File: src/hdl/rtc_pkg.sv
package rtc_pkg;

	// Clock rate and oscillator-loss detection window.
	localparam int unsigned CLK_MHZ         = 125;
	localparam int unsigned OSC_STOP_US     = 100;
	localparam int unsigned OSC_STOP_CYCLES = OSC_STOP_US * CLK_MHZ;

	// Bus slave identity and command decoding; the address value is arbitrary.
	localparam logic [6:0] SLAVE_ADDR   = 7'h51;
	localparam logic [3:0] CMD_REG_ADDR = 4'hC;

	// Register offsets.
	localparam logic [3:0] OFF_SECONDS    = 4'h1;
	localparam logic [3:0] OFF_MINUTES    = 4'h2;
	localparam logic [3:0] OFF_DAY_WAVE   = 4'h4;
	localparam logic [3:0] OFF_CENT_MONTH = 4'h6;
	localparam logic [3:0] OFF_TRIM       = 4'h8;
	localparam logic [3:0] OFF_WATCHDOG   = 4'h9;
	localparam logic [3:0] OFF_ALM_MONTH  = 4'hA;
	localparam logic [3:0] OFF_FLAGS      = 4'hF;

	// Field positions.
	localparam int unsigned HALT_BIT     = 7;
	localparam int unsigned OSCFAIL_IRQ_EN_BIT = 7;
	localparam int unsigned RATE_LSB     = 4;
	localparam int unsigned CENT_LOW_BIT = 7;
	localparam int unsigned CENT_HI_BIT  = 6;
	localparam int unsigned TRIM_SIGN    = 5;
	localparam int unsigned ALARM_EN_BIT = 7;
	localparam int unsigned WAVE_EN_BIT  = 6;
	localparam int unsigned AF_BIT       = 6;
	localparam int unsigned OUT_BIT      = 3;
	localparam int unsigned OF_BIT       = 2;

	// Power-on values of the register file.
	localparam logic [7:0] RST_ZERO     = 8'h00;
	localparam logic [7:0] RST_DAY_WAVE = 8'h10;
	localparam logic [7:0] RST_FLAGS    = 8'h0C;

	// Oscillator cycles in a plain, a shortened and a lengthened second.
	localparam logic [15:0] SEC_NORMAL = 16'h8000;
	localparam logic [15:0] SEC_SHORT  = 16'h7F80;
	localparam logic [15:0] SEC_LONG   = 16'h8100;

endpackage

File: src/hdl/rtc_calibration_sqw_oscfail.sv
// Overview of operation
// - Trim adds or removes counts at divide-256 stage.
// - Trim magnitude is five low bits, 0..31.
// - Bit 5 sign: one slows, zero speeds.
// - 64-minute cycle; second -128 or +256 cycles.
// - Magnitude N trims first 2N minutes only.
// - Rate code selects wave; 0000 off, 1111 1Hz.
// - Wave enable gates wave onto shared pin.
// - Code 0110, enabled, running gives 512 Hz.
// - Trim never changes square wave frequency.
// - Century bits count binary; only 00 leaps.
// - Leap: divisible by 4, century rule applies.
// - Oscillator stop always sets the fail flag.
// - Halt bit stops oscillator, sets fail flag.
// - Fail flag and enable drive interrupt pin, wave off.
// - Fail flag sticky until written zero.
// - Power-on defaults for control bits.
// - Power-up wave selection is 32 kHz.
// - First byte after address is a command.
// - Alarm drives pin if enabled, wave off.
`timescale 1ns/1ps
`default_nettype none

module rtc_calibration_sqw_oscfail #(
	parameter int unsigned OSC_STOP_CYCLES = rtc_pkg::OSC_STOP_CYCLES
) (
	input  wire logic       i_clk,                 // System clock, 125 MHz.
	input  wire logic       i_resetn,              // Asynchronous reset, active low.
	input  wire logic       i_scl,                 // Serial bus clock level.
	input  wire logic       i_sda,                 // Serial bus data level.
	output var  logic       o_sda_o,               // Data drive value, always low.
	output var  logic       o_sda_oe,              // High while pulling data low.
	input  wire logic       i_osc_clk,             // Crystal oscillator level.
	output var  logic       o_osc_enable,          // Oscillator run enable.
	input  wire logic       i_alarm_flag,          // Alarm match flag.
	input  wire logic [7:0] i_year_bcd,            // Current year, BCD.
	input  wire logic       i_century_rollover,    // Year 99 to 00 pulse.
	output var  logic       o_alarm_irq_wave_pin_n, // Shared interrupt/wave pin.
	output var  logic       o_sec_tick,            // One-second pulse.
	output var  logic [1:0] o_century,             // Century count.
	output var  logic       o_leap_year            // Current year is leap.
);

	typedef enum logic [2:0] {
		BUS_IDLE  = 3'b000,
		BUS_ADDR  = 3'b001,
		BUS_ACK   = 3'b010,
		BUS_RX    = 3'b011,
		BUS_TX    = 3'b100,
		BUS_TXACK = 3'b101
	} bus_state_e;

	logic [7:0]  regs_r [16];
	logic [7:0]  reg_nxt [16];
	logic        scl_d_r, scl_q_r, sda_d_r, sda_q_r, osc_d_r, osc_q_r;
	logic        start_det, stop_det, scl_rise, scl_fall;
	bus_state_e  state_r;
	logic [2:0]  bit_cnt_r;
	logic [7:0]  shift_r, rd_data, wr_data_r;
	logic        byte_rdy_r, rd_mode_r, first_byte_r, cmd_valid_r, nack_r, wr_en_r;
	logic [3:0]  ptr_r, wr_addr_r;
	logic        halt, oscfail_irq_enable, of_flag, square_wave_enable, alarm_flag_enable;
	logic        out_lvl, trim_sign;
	logic [3:0]  wave_rate;
	logic [4:0]  trim_mag;
	logic        osc_tick, osc_stopped, of_set, wave_bit, trim_now;
	logic [19:0] idle_cnt_r;
	logic [14:0] presc_r;
	logic [15:0] sec_cnt_r, sec_len;
	logic [5:0]  sec_idx_r, min_idx_r;
	logic [1:0]  cent_nxt;

	// Control fields live in the register file.
	assign halt      = regs_r[rtc_pkg::OFF_SECONDS][rtc_pkg::HALT_BIT];
	assign oscfail_irq_enable = regs_r[rtc_pkg::OFF_MINUTES][rtc_pkg::OSCFAIL_IRQ_EN_BIT];
	assign wave_rate = regs_r[rtc_pkg::OFF_DAY_WAVE][rtc_pkg::RATE_LSB +: 4];
	assign trim_mag  = regs_r[rtc_pkg::OFF_TRIM][4:0];
	assign trim_sign = regs_r[rtc_pkg::OFF_TRIM][rtc_pkg::TRIM_SIGN];
	assign alarm_flag_enable  = regs_r[rtc_pkg::OFF_ALM_MONTH][rtc_pkg::ALARM_EN_BIT];
	assign square_wave_enable = regs_r[rtc_pkg::OFF_ALM_MONTH][rtc_pkg::WAVE_EN_BIT];
	assign of_flag   = regs_r[rtc_pkg::OFF_FLAGS][rtc_pkg::OF_BIT];
	assign out_lvl   = regs_r[rtc_pkg::OFF_FLAGS][rtc_pkg::OUT_BIT];

	// Bus pins are sampled once more to find edges; inputs are already synchronous.
	always_ff @(posedge i_clk or negedge i_resetn) begin
		if (!i_resetn) begin
			scl_d_r <= 1'b1;
			scl_q_r <= 1'b1;
			sda_d_r <= 1'b1;
			sda_q_r <= 1'b1;
		end else begin
			scl_d_r <= i_scl;
			scl_q_r <= scl_d_r;
			sda_d_r <= i_sda;
			sda_q_r <= sda_d_r;
		end
	end

	assign start_det = scl_d_r & scl_q_r & sda_q_r & ~sda_d_r;
	assign stop_det  = scl_d_r & scl_q_r & ~sda_q_r & sda_d_r;
	assign scl_rise  = scl_d_r & ~scl_q_r;
	assign scl_fall  = ~scl_d_r & scl_q_r;

	// The flags register shows the live alarm flag in its alarm position.
	always_comb begin
		rd_data = regs_r[ptr_r];
		if (ptr_r == rtc_pkg::OFF_FLAGS) begin
			rd_data[rtc_pkg::AF_BIT] = i_alarm_flag;
		end
	end

	// Serial slave: address, then a command byte, then data in or out.
	always_ff @(posedge i_clk or negedge i_resetn) begin
		if (!i_resetn) begin
			state_r      <= BUS_IDLE;
			bit_cnt_r    <= 3'h0;
			shift_r      <= 8'h00;
			byte_rdy_r   <= 1'b0;
			rd_mode_r    <= 1'b0;
			first_byte_r <= 1'b0;
			cmd_valid_r  <= 1'b0;
			nack_r       <= 1'b0;
			ptr_r        <= 4'h0;
			o_sda_oe     <= 1'b0;
			wr_en_r      <= 1'b0;
			wr_addr_r    <= 4'h0;
			wr_data_r    <= 8'h00;
		end else begin
			wr_en_r <= 1'b0;
			if (start_det) begin
				state_r      <= BUS_ADDR;
				bit_cnt_r    <= 3'h0;
				byte_rdy_r   <= 1'b0;
				first_byte_r <= 1'b1;
				o_sda_oe     <= 1'b0;
			end else if (stop_det) begin
				state_r  <= BUS_IDLE;
				o_sda_oe <= 1'b0;
			end else begin
				unique case (state_r)
					BUS_IDLE: begin
						// Bytes without a preceding address are ignored.
						byte_rdy_r <= 1'b0;
					end
					BUS_ADDR, BUS_RX: begin
						if (scl_rise) begin
							shift_r    <= {shift_r[6:0], sda_d_r};
							bit_cnt_r  <= bit_cnt_r + 3'h1;
							byte_rdy_r <= (bit_cnt_r == 3'h7);
						end else if (scl_fall && byte_rdy_r) begin
							byte_rdy_r <= 1'b0;
							if (state_r == BUS_ADDR) begin
								if (shift_r[7:1] == rtc_pkg::SLAVE_ADDR) begin
									rd_mode_r <= shift_r[0];
									o_sda_oe  <= 1'b1;
									state_r   <= BUS_ACK;
								end else begin
									state_r <= BUS_IDLE;
								end
							end else if (first_byte_r) begin
								// The first byte is a command; it replaces the last one.
								first_byte_r <= 1'b0;
								cmd_valid_r  <= (shift_r[7:4] == rtc_pkg::CMD_REG_ADDR);
								if (shift_r[7:4] == rtc_pkg::CMD_REG_ADDR) begin
									ptr_r <= shift_r[3:0];
								end
								o_sda_oe <= 1'b1;
								state_r  <= BUS_ACK;
							end else begin
								if (cmd_valid_r) begin
									wr_en_r   <= 1'b1;
									wr_addr_r <= ptr_r;
									wr_data_r <= shift_r;
									ptr_r     <= ptr_r + 4'h1;
								end
								o_sda_oe <= 1'b1;
								state_r  <= BUS_ACK;
							end
						end
					end
					BUS_ACK: begin
						if (scl_fall) begin
							bit_cnt_r <= 3'h0;
							if (rd_mode_r) begin
								shift_r  <= rd_data;
								o_sda_oe <= ~rd_data[7];
								state_r  <= BUS_TX;
							end else begin
								o_sda_oe <= 1'b0;
								state_r  <= BUS_RX;
							end
						end
					end
					BUS_TX: begin
						if (scl_fall) begin
							bit_cnt_r <= bit_cnt_r + 3'h1;
							if (bit_cnt_r == 3'h7) begin
								o_sda_oe <= 1'b0;
								ptr_r    <= ptr_r + 4'h1;
								state_r  <= BUS_TXACK;
							end else begin
								o_sda_oe <= ~shift_r[6];
								shift_r  <= {shift_r[6:0], 1'b0};
							end
						end
					end
					BUS_TXACK: begin
						if (scl_rise) begin
							nack_r <= sda_d_r;
						end else if (scl_fall) begin
							bit_cnt_r <= 3'h0;
							if (nack_r) begin
								state_r <= BUS_IDLE;
							end else begin
								shift_r  <= rd_data;
								o_sda_oe <= ~rd_data[7];
								state_r  <= BUS_TX;
							end
						end
					end
					default: begin
						state_r <= BUS_IDLE;
					end
				endcase
			end
		end
	end

	assign o_sda_o = 1'b0;

	// Hardware updates merge with host writes; a fail event beats a clear.
	always_comb begin
		for (int k = 0; k < 16; k++) begin
			reg_nxt[k] = regs_r[k];
		end
		cent_nxt = {regs_r[rtc_pkg::OFF_CENT_MONTH][rtc_pkg::CENT_HI_BIT],
		            regs_r[rtc_pkg::OFF_CENT_MONTH][rtc_pkg::CENT_LOW_BIT]};
		if (wr_en_r) begin
			reg_nxt[wr_addr_r] = wr_data_r;
		end
		if (i_century_rollover) begin
			cent_nxt = cent_nxt + 2'h1;
			reg_nxt[rtc_pkg::OFF_CENT_MONTH][rtc_pkg::CENT_HI_BIT]  = cent_nxt[1];
			reg_nxt[rtc_pkg::OFF_CENT_MONTH][rtc_pkg::CENT_LOW_BIT] = cent_nxt[0];
		end
		if (of_set) begin
			reg_nxt[rtc_pkg::OFF_FLAGS][rtc_pkg::OF_BIT] = 1'b1;
		end
	end

	// One flop group per register entry, each with its power-on value.
	for (genvar g = 0; g < 16; g++) begin : g_regs
		localparam logic [7:0] RST_VAL =
			(g == int'(rtc_pkg::OFF_DAY_WAVE)) ? rtc_pkg::RST_DAY_WAVE :
			(g == int'(rtc_pkg::OFF_FLAGS))    ? rtc_pkg::RST_FLAGS : rtc_pkg::RST_ZERO;
		always_ff @(posedge i_clk or negedge i_resetn) begin
			if (!i_resetn) begin
				regs_r[g] <= RST_VAL;
			end else begin
				regs_r[g] <= reg_nxt[g];
			end
		end
	end

	// Crystal edges become ticks; a halted oscillator gives none.
	always_ff @(posedge i_clk or negedge i_resetn) begin
		if (!i_resetn) begin
			osc_d_r      <= 1'b0;
			osc_q_r      <= 1'b0;
			o_osc_enable <= 1'b1;
		end else begin
			osc_d_r      <= i_osc_clk;
			osc_q_r      <= osc_d_r;
			o_osc_enable <= ~halt;
		end
	end

	assign osc_tick = osc_d_r & ~osc_q_r & ~halt;

	// Loss of crystal edges for the whole window counts as a stop.
	always_ff @(posedge i_clk or negedge i_resetn) begin
		if (!i_resetn) begin
			idle_cnt_r <= 20'h0_0000;
		end else if (osc_d_r != osc_q_r) begin
			idle_cnt_r <= 20'h0_0000;
		end else if (!osc_stopped) begin
			idle_cnt_r <= idle_cnt_r + 20'h0_0001;
		end
	end

	assign osc_stopped = (idle_cnt_r >= 20'(OSC_STOP_CYCLES));
	assign of_set      = osc_stopped | halt;

	// Free-running prescaler feeds the wave taps, untouched by trim.
	always_ff @(posedge i_clk or negedge i_resetn) begin
		if (!i_resetn) begin
			presc_r <= 15'h0000;
		end else if (osc_tick) begin
			presc_r <= presc_r + 15'h0001;
		end
	end

	// Second length: trimmed at the divide-256 stage in early minutes only.
	assign trim_now = (sec_idx_r == 6'h00) && (min_idx_r < {trim_mag, 1'b0});
	always_comb begin
		sec_len = rtc_pkg::SEC_NORMAL;
		if (trim_now) begin
			sec_len = trim_sign ? rtc_pkg::SEC_LONG : rtc_pkg::SEC_SHORT;
		end
	end

	// Seconds counter; minute index wraps every 64 minutes by width.
	always_ff @(posedge i_clk or negedge i_resetn) begin
		if (!i_resetn) begin
			sec_cnt_r  <= 16'h0000;
			sec_idx_r  <= 6'h00;
			min_idx_r  <= 6'h00;
			o_sec_tick <= 1'b0;
		end else begin
			o_sec_tick <= 1'b0;
			if (osc_tick) begin
				if (sec_cnt_r >= sec_len - 16'h0001) begin
					sec_cnt_r  <= 16'h0000;
					o_sec_tick <= 1'b1;
					if (sec_idx_r == 6'h3B) begin
						sec_idx_r <= 6'h00;
						min_idx_r <= min_idx_r + 6'h01;
					end else begin
						sec_idx_r <= sec_idx_r + 6'h01;
					end
				end else begin
					sec_cnt_r <= sec_cnt_r + 16'h0001;
				end
			end
		end
	end

	// Code 1 passes the crystal; code c taps prescaler bit c-1.
	always_comb begin
		wave_bit = 1'b1;
		if (wave_rate == 4'h1) begin
			wave_bit = osc_d_r;
		end else if (wave_rate != 4'h0) begin
			wave_bit = presc_r[wave_rate - 4'h1];
		end
	end

	// Shared pin priority: wave when enabled, else interrupts, else level.
	always_ff @(posedge i_clk or negedge i_resetn) begin
		if (!i_resetn) begin
			o_alarm_irq_wave_pin_n <= 1'b1;
		end else if (square_wave_enable) begin
			o_alarm_irq_wave_pin_n <= (wave_rate != 4'h0 && !halt) ? wave_bit : 1'b1;
		end else if ((oscfail_irq_enable && of_flag) || (alarm_flag_enable && i_alarm_flag)) begin
			o_alarm_irq_wave_pin_n <= 1'b0;
		end else begin
			o_alarm_irq_wave_pin_n <= out_lvl;
		end
	end

	// Leap year: BCD divisible by 4, and year 00 only in century 00.
	always_ff @(posedge i_clk or negedge i_resetn) begin
		if (!i_resetn) begin
			o_leap_year <= 1'b0;
			o_century   <= 2'h0;
		end else begin
			o_century   <= cent_nxt;
			o_leap_year <= (i_year_bcd[4] ? (i_year_bcd[3:0] == 4'h2 || i_year_bcd[3:0] == 4'h6)
			                             : (i_year_bcd[1:0] == 2'h0 && i_year_bcd[3:0] != 4'hC))
			               && (i_year_bcd != 8'h00 || cent_nxt == 2'h0);
		end
	end
endmodule // rtc_calibration_sqw_oscfail

`default_nettype wire

File: config.mk
export PLATFORM = sky130hd
export DESIGN_NAME = rtc_calibration_sqw_oscfail
export DESIGN_NICKNAME = d
export VERILOG_FILES = /design/src/hdl/rtc_pkg.sv /design/src/hdl/rtc_calibration_sqw_oscfail.sv
export SDC_FILE = /design/constraint.sdc
export NUM_CORES = 1
export LEC_CHECK = 0
export BUFFER_PORTS_ARGS = -buffer_cell sky130_fd_sc_hd__buf_4
export CAP_MARGIN = 25
export CORE_AREA = 2 2 166 168
export CTS_BUF_LIST = sky130_fd_sc_hd__clkbuf_4
export CTS_CLUSTER_DIAMETER = 100
export DETAILED_ROUTE_END_ITERATION = 8
export DIE_AREA = 0 0 168 170
export PLACE_DENSITY = 0.63
export SLEW_MARGIN = 0
export SYNTH_ARGS = -nofsm -noshare
export SYNTH_HDL_FRONTEND = slang
export SYNTH_SLANG_ARGS = --single-unit
File: constraint.sdc
create_clock -name i_clk -period 4.44 [get_ports i_clk]
set_input_delay 0 -clock i_clk [delete_from_list [all_inputs] [get_ports i_clk]]
set_output_delay 0 -clock i_clk [all_outputs]
set_load 0.05 [all_outputs]
# Word-level counts from Yosys, hierarchy flattened
# Cells that the tools add are included.
dict set report word_totals {
  register_bits 240
  wordCells 276
  inputBits 15
}
dict set report classes {
  addsub 10
  bitwise_logic 25
  reduce_logical 41
  n_eq_ne 47
  muxes 99
  order_cmp 7
}
# op count
set op_table {}
lappend op_table {{bitwise mux 128 bit} 1}
lappend op_table {{2-to-1 mux 8 bit} 11}
lappend op_table {{2-to-1 mux 80 bit} 1}
lappend op_table {{2-to-1 mux 3 bit} 18}
lappend op_table {{2-to-1 mux 16 bit} 3}
lappend op_table {{2-to-1 mux 1 bit} 42}
lappend op_table {{2-to-1 mux 20 bit} 2}
lappend op_table {{inequality test 4 bit, second input constant} 10}
lappend op_table {{binary-select mux 8 bit (select 4 bit)} 1}
lappend op_table {{demux 8 bit (select 4 bit)} 1}
lappend op_table {{2-to-1 mux 4 bit} 8}
lappend op_table {{one-hot mux 8 bit (4 select lines)} 1}
lappend op_table {{inequality test 2 bit, second input constant} 15}
lappend op_table {{adder 20 x 1 -> 20 bit, second input constant} 1}
lappend op_table {{greater-or-equal comparator 20 x 14 -> 1 bit, second input constant} 1}
lappend op_table {{inequality test 3 bit, second input constant} 6}
lappend op_table {{adder 16 x 1 -> 16 bit, second input constant} 1}
lappend op_table {{greater-or-equal comparator 16 bit} 1}
lappend op_table {{AND reduction 8 bit} 2}
lappend op_table {{subtractor 16 x 1 -> 16 bit, second input constant} 1}
lappend op_table {{adder 15 x 1 -> 15 bit, second input constant} 1}
lappend op_table {{one-hot mux 3 bit (5 select lines)} 1}
lappend op_table {{AND reduction 7 bit} 2}
lappend op_table {{inverter 1 bit} 13}
lappend op_table {{51 further kinds} 85}

# Longest topological paths before layout
dict set report logic_depth {
  word_depth 11
  depth_mapped 14
}

# Least setup slack after synthesis
# Ideal clock, no wire load.
dict set report synth_timing {
  path_kind {reg2reg}
  startpoint {register min_idx_r[2]}
  endpoint {register sec_idx_r[2]}
  setup_ns 0.125
  setup_slack_ns 1.589
  path_stages_with_launch 13
  arrival_time_ns 2.726
  synth_period_minus_slack_ns 2.851
  n_path_buf 1
  t_required_ns 4.315
  cell_sequence {dfrtp_1 ha_1 a21o_1 a21o_1 a21oi_1 o211a_1 ha_1 a21oi_1 a31oi_1 a211oi_1 buf_2 nor2_1 mux2_2}
}
dict set report synth_between {
  elab_chain_cells 6
}
# element line
set synth_rtl {}
lappend synth_rtl {{from (decl)} rtc_calibration_sqw_oscfail.sv:70} ;# logic [5:0] sec_idx_r, min_idx_r;
lappend synth_rtl {{from (signal assigned)} rtc_calibration_sqw_oscfail.sv:327} ;# min_idx_r <= min_idx_r + 6'h01;
lappend synth_rtl {{less-than comparator 6 bit} rtc_calibration_sqw_oscfail.sv:304} ;# assign trim_now = (sec_idx_r == 6'h00) && (min_idx_r < {trim_mag, 1'b0});
lappend synth_rtl {{logical AND 1 bit} rtc_calibration_sqw_oscfail.sv:304}
lappend synth_rtl {{2-to-1 mux 16 bit} rtc_calibration_sqw_oscfail.sv:307} ;# if (trim_now) begin
lappend synth_rtl {{subtractor 16 x 1 -> 16 bit} rtc_calibration_sqw_oscfail.sv:322} ;# if (sec_cnt_r >= sec_len - 16'h0001) begin
lappend synth_rtl {{greater-or-equal comparator 16 bit} rtc_calibration_sqw_oscfail.sv:322}
lappend synth_rtl {{AND reduction 2 bit (no source line)} -}
lappend synth_rtl {{to (signal assigned)} rtc_calibration_sqw_oscfail.sv:329} ;# sec_idx_r <= sec_idx_r + 6'h01;
lappend synth_rtl {{to (decl)} rtc_calibration_sqw_oscfail.sv:70}
# Every way passes these cells.
# A chain may end at the register's enable or synchronous reset.

# Worst setup path after layout
dict set report layout_timing {
  startpoint {register min_idx_r[2]}
  endpoint {register sec_idx_r[0]}
}
# The elaborated chain is that of the path after synthesis.

==> out/qor.txt <==
==============================================================================
Number of failing hold endpoints at the final stage                          0
Initial antenna violation count                                              1
CP Data Required Time                                                  4.96 ns
Syn Inst Count                                                             977
Biggest cell delay along the critical path                             0.43 ns
Final critical path time including I/O delays and setup               3.345 ns
Share of total power consumed by net switching                          29.26%
GRT Util Overall                                                        18.90%
Worst hold-check slack                                              0.03123 ns
Global Route met3 Usage                                                 3.326%
Post-Syn Nets                                                             1018
Critical-path cell with the highest stage delay                   sky130_fd_sc_hd__dfrtp_1
Number of top-level design ports                                            23
Worst setup path category                                         flip-flop to flip-flop
Reg-to-reg startpoint                                             min_idx_r[2]
Post-layout nets                                                          1081
Global-route wire length before repair                                43030 µm
Clock Tree Root                                                   sky130_fd_sc_hd__clkbuf_4
Clock skew                                                          0.04535 ns
Pin count of the biggest net entering global routing                       133
Die Span X                                                              168 µm
Last weighted congestion value of the routability-driven placer         0.8303
Worst slew slack as a fraction of its limit                             32.42%
Insertion delay of the later-clocked pin in the worst-skew pair        0.66 ns
DP Wirelength                                                         16600 µm
TritonCTS clock tree                                                     built
Die Ht                                                                  170 µm
Synth warn                                                                   0
# Max-Cap Violations                                                         0
Power, Total                                                          5.536 mW
Critical Path End Type                                               flip-flop
Post-Syn Area                                                        11870 µm²
Worst R2R Path Depth                                                        13
Mean instance size in the synthesized netlist                        12.15 µm²
Clock share of power                                                     37.3%
Fraction of the yosys area taken by sequential cells                    50.71%
Met2 Track Usage GR                                                     30.56%
Vias per cell                                                            5.616
Flop pwr share                                                           47.0%
DRC errors left                                                              0
Met1 GRT Util                                                           25.49%
Count of instances resized after the clock tree is built                     0
Hold WC Path Type                                                 primary input to asynchronous set/reset pin
Run status                                                           completed
Total wirelength of the detailed-routed design                        25570 µm
Most common cell after layout, fill and taps aside                sky130_fd_sc_hd__dfrtp_1
Measured slew at the worst slew-check pin                             1.014 ns
Ranking of synthesized cells by area                              sky130_fd_sc_hd__dfrtp_1 (49%), sky130_fd_sc_hd__mux2_2 (14%), sky130_fd_sc_hd__mux4_2 (6.5%), sky130_fd_sc_hd__ha_1 (2.7%), sky130_fd_sc_hd__dfstp_2 (2.0%)
Maximum achievable frequency                                         298.9 MHz
Crit path DAT                                                          3.86 ns
Worst-path fanout max                                                       16
Pre-Repair DR Iteration Count                                                5
Core area                                                            26650 µm²
Post-synthesis async set-or-reset flop share                            100.0%
Ratio of cells with drive above 1 in the final layout                   30.53%
Peak supply drop                                                      242.9 µV
Overflow left after global routing                                           0
Number of buffers added on ports                                            21
Highest-count cells in the layout ignoring fill and taps          sky130_fd_sc_hd__dfrtp_1 (230), sky130_fd_sc_hd__mux2_2 (148), sky130_fd_sc_hd__clkbuf_4 (99), sky130_fd_sc_hd__nor2_1 (58), sky130_fd_sc_hd__nand2_1 (57)
Iteration-0 DRC Markers                                                    438
Unrepaired setup endpoints after global routing                          false
Remaining antenna violation count                                            0
Leading area contributor after synthesis                          sky130_fd_sc_hd__dfrtp_1
Final core utilization                                                  49.95%
Period utilisation layout                                               75.34%
Commonest register cell after synthesis                           sky130_fd_sc_hd__dfrtp_1
Count of vias placed by the detailed router                               7992
Via count of the first global-routing pass                                8180
Power density over the cells                                      415.9 nW/µm²
Pins Over Slew Limit                                                         0
Most crowded layer after global routing                                   met2
Wire length per cell after detailed routing                           17.97 µm
Net switching power figure                                            1.620 mW
Number of levels the H-tree was split into                                   3
Buffers from clock root to sink, at most                                     3
Final setup fails                                                            0
Std cell rows                                                               60
Cell-by-cell listing of the critical path                         ha_1, a21o_1, a21o_1, a21oi_1, o211ai_1, ha_1, nand4_1, a31oi_1, a211oi_1, buf_4, nand2b_1, inv_2, mux2_2
Post CTS Setup Buffer Count                                                  0
Internal portion of total power                                       3.917 mW
Share of power burned in combinational logic                             15.7%
RR Endpoint                                                       sec_idx_r[0]
FF+latch count, synth                                                      240
Number of enable-type register cells in the synthesized netlist              0
Share of Yosys cell area claimed by the top area cell type              48.71%
Clock Pin Slew Worst Setup and Hold Paths                              0.07 ns
Cell variety after synth                                                    64
Layout area overhead                                                    12.18%
Starting density of the core                                            44.53%
Number of buffers created by CTS                                            66
Startpoint kind of the worst setup timing path                       flip-flop
Die Outline Area                                                     28560 µm²
Leakage                                                               6.258 nW
Total clock sinks                                                          240
Setup slack, reg-to-reg                                                1.09 ns
Final TNS setup                                                           0 ns
==============================================================================
[worst max path at each step]
| stage | start | end | slack (ns) | cells past startpoint |
|---|---|---|---|---|
| final | min_idx_r[2] | sec_idx_r[0] | 1.09 | 13 |
| after global routing | min_idx_r[2] | sec_idx_r[0] | 0.90 | 13 |
| after CTS | min_idx_r[2] | sec_idx_r[0] | 1.02 | 13 |
| after detailed placement | min_idx_r[2] | sec_idx_r[0] | 1.05 | 13 |
| after global placement | min_idx_r[2] | sec_idx_r[1] | 1.14 | 13 |
| after floorplan | min_idx_r[2] | sec_idx_r[2] | 1.59 | 12 |
[sequential cells by signal, indices dropped and copies added (netlist names), 4 cells and up]
name and cells:
sec_idx_r 6, shift_r 8, min_idx_r 6, wr_addr_r 4, sec_cnt_r 16, ptr_r 4
presc_r 15, regs_r 123, idle_cnt_r 20, wr_data_r 8
[kinds of logic (layout without fill, tap and decap cells)]
family	count (synthesis)	count (layout)	synth area share, %
simple gates	259	259	11.37
flops	240	240	50.71
mux	202	202	22.18
compound gates	139	139	7.729
buf+inv	73	177	2.510
xor+xnor	37	37	2.731
fa+ha+maj	26	26	2.741
other cells	1	2	0.03160
[critical path: cells and delay by family (launching register included)]
family          cells  cell delay, ns
compound gates      6            1.01
fa+ha+maj           2            0.63
buf+inv             2            0.44
flops               1            0.43
mux                 1            0.37
simple gates        2            0.33
[cells in the mapped netlist (all sizes together) (8+ instances only)]
cell type,n
dfrtp,231
o31ai,8
xor2,21
nand3b,9
buf,14
nand2b,14
mux4,34
and2,9
nand3,32
mux2,148
a21oi,36
o21ai,29
a22oi,11
a211oi,8
inv,28
or4,8
nor2,58
nor2b,12
nand4,17
xnor2,16
nor3,9
nand2,57
mux2i,20
dfstp,9
a31oi,8
clkbuf,31
ha,26
[layer usage]
metal | vias to the layer above | routed length [µm]
met5 | - | 0
met4 | 0 | 488
met3 | 35 | 1114
met2 | 164 | 12270
met1 | 4058 | 11690
li1 | 3735 | -
[what timing repair did]
action                                  CTS  global route
hold buffers                             11             0
hold endpoints to repair                140             0
endpoints found under the setup margin    0             0
[power by group through the flow]
stage | clock, mW | sequential (mW) | combinational, mW
after floorplan | 0 | 2.51 | 0.709
after global placement | 0 | 2.64 | 0.855
after detailed placement | 0 | 2.64 | 0.872
after CTS | 2.15 | 2.61 | 0.882
after global routing | 2.26 | 2.64 | 0.964
final | 2.06 | 2.60 | 0.868
[cell type report]
cell class              instances  area (µm²)
clock buffers                  99       743.2
multi-input cells             664        5552
well taps                     341       426.7
repair buffers                 40       347.8
flip-flops and latches        240        6018
diodes                          1       2.502
fillers                      2391       13340
inverters                      28       105.1
clock inverters                10       116.4
[stage by stage]
step           std cells  instance area (µm²)  setup slack, ns
3_3_place_gp        1301                12330            1.141
5_1_grt             1423                13310           0.9006
2_1_floorplan        977                11870            1.589
3_5_place_dp        1301                12330            1.049
4_1_cts             1421                13300            1.022
6_report            1423                13310            1.095
(Power assumes the default switching activity.)
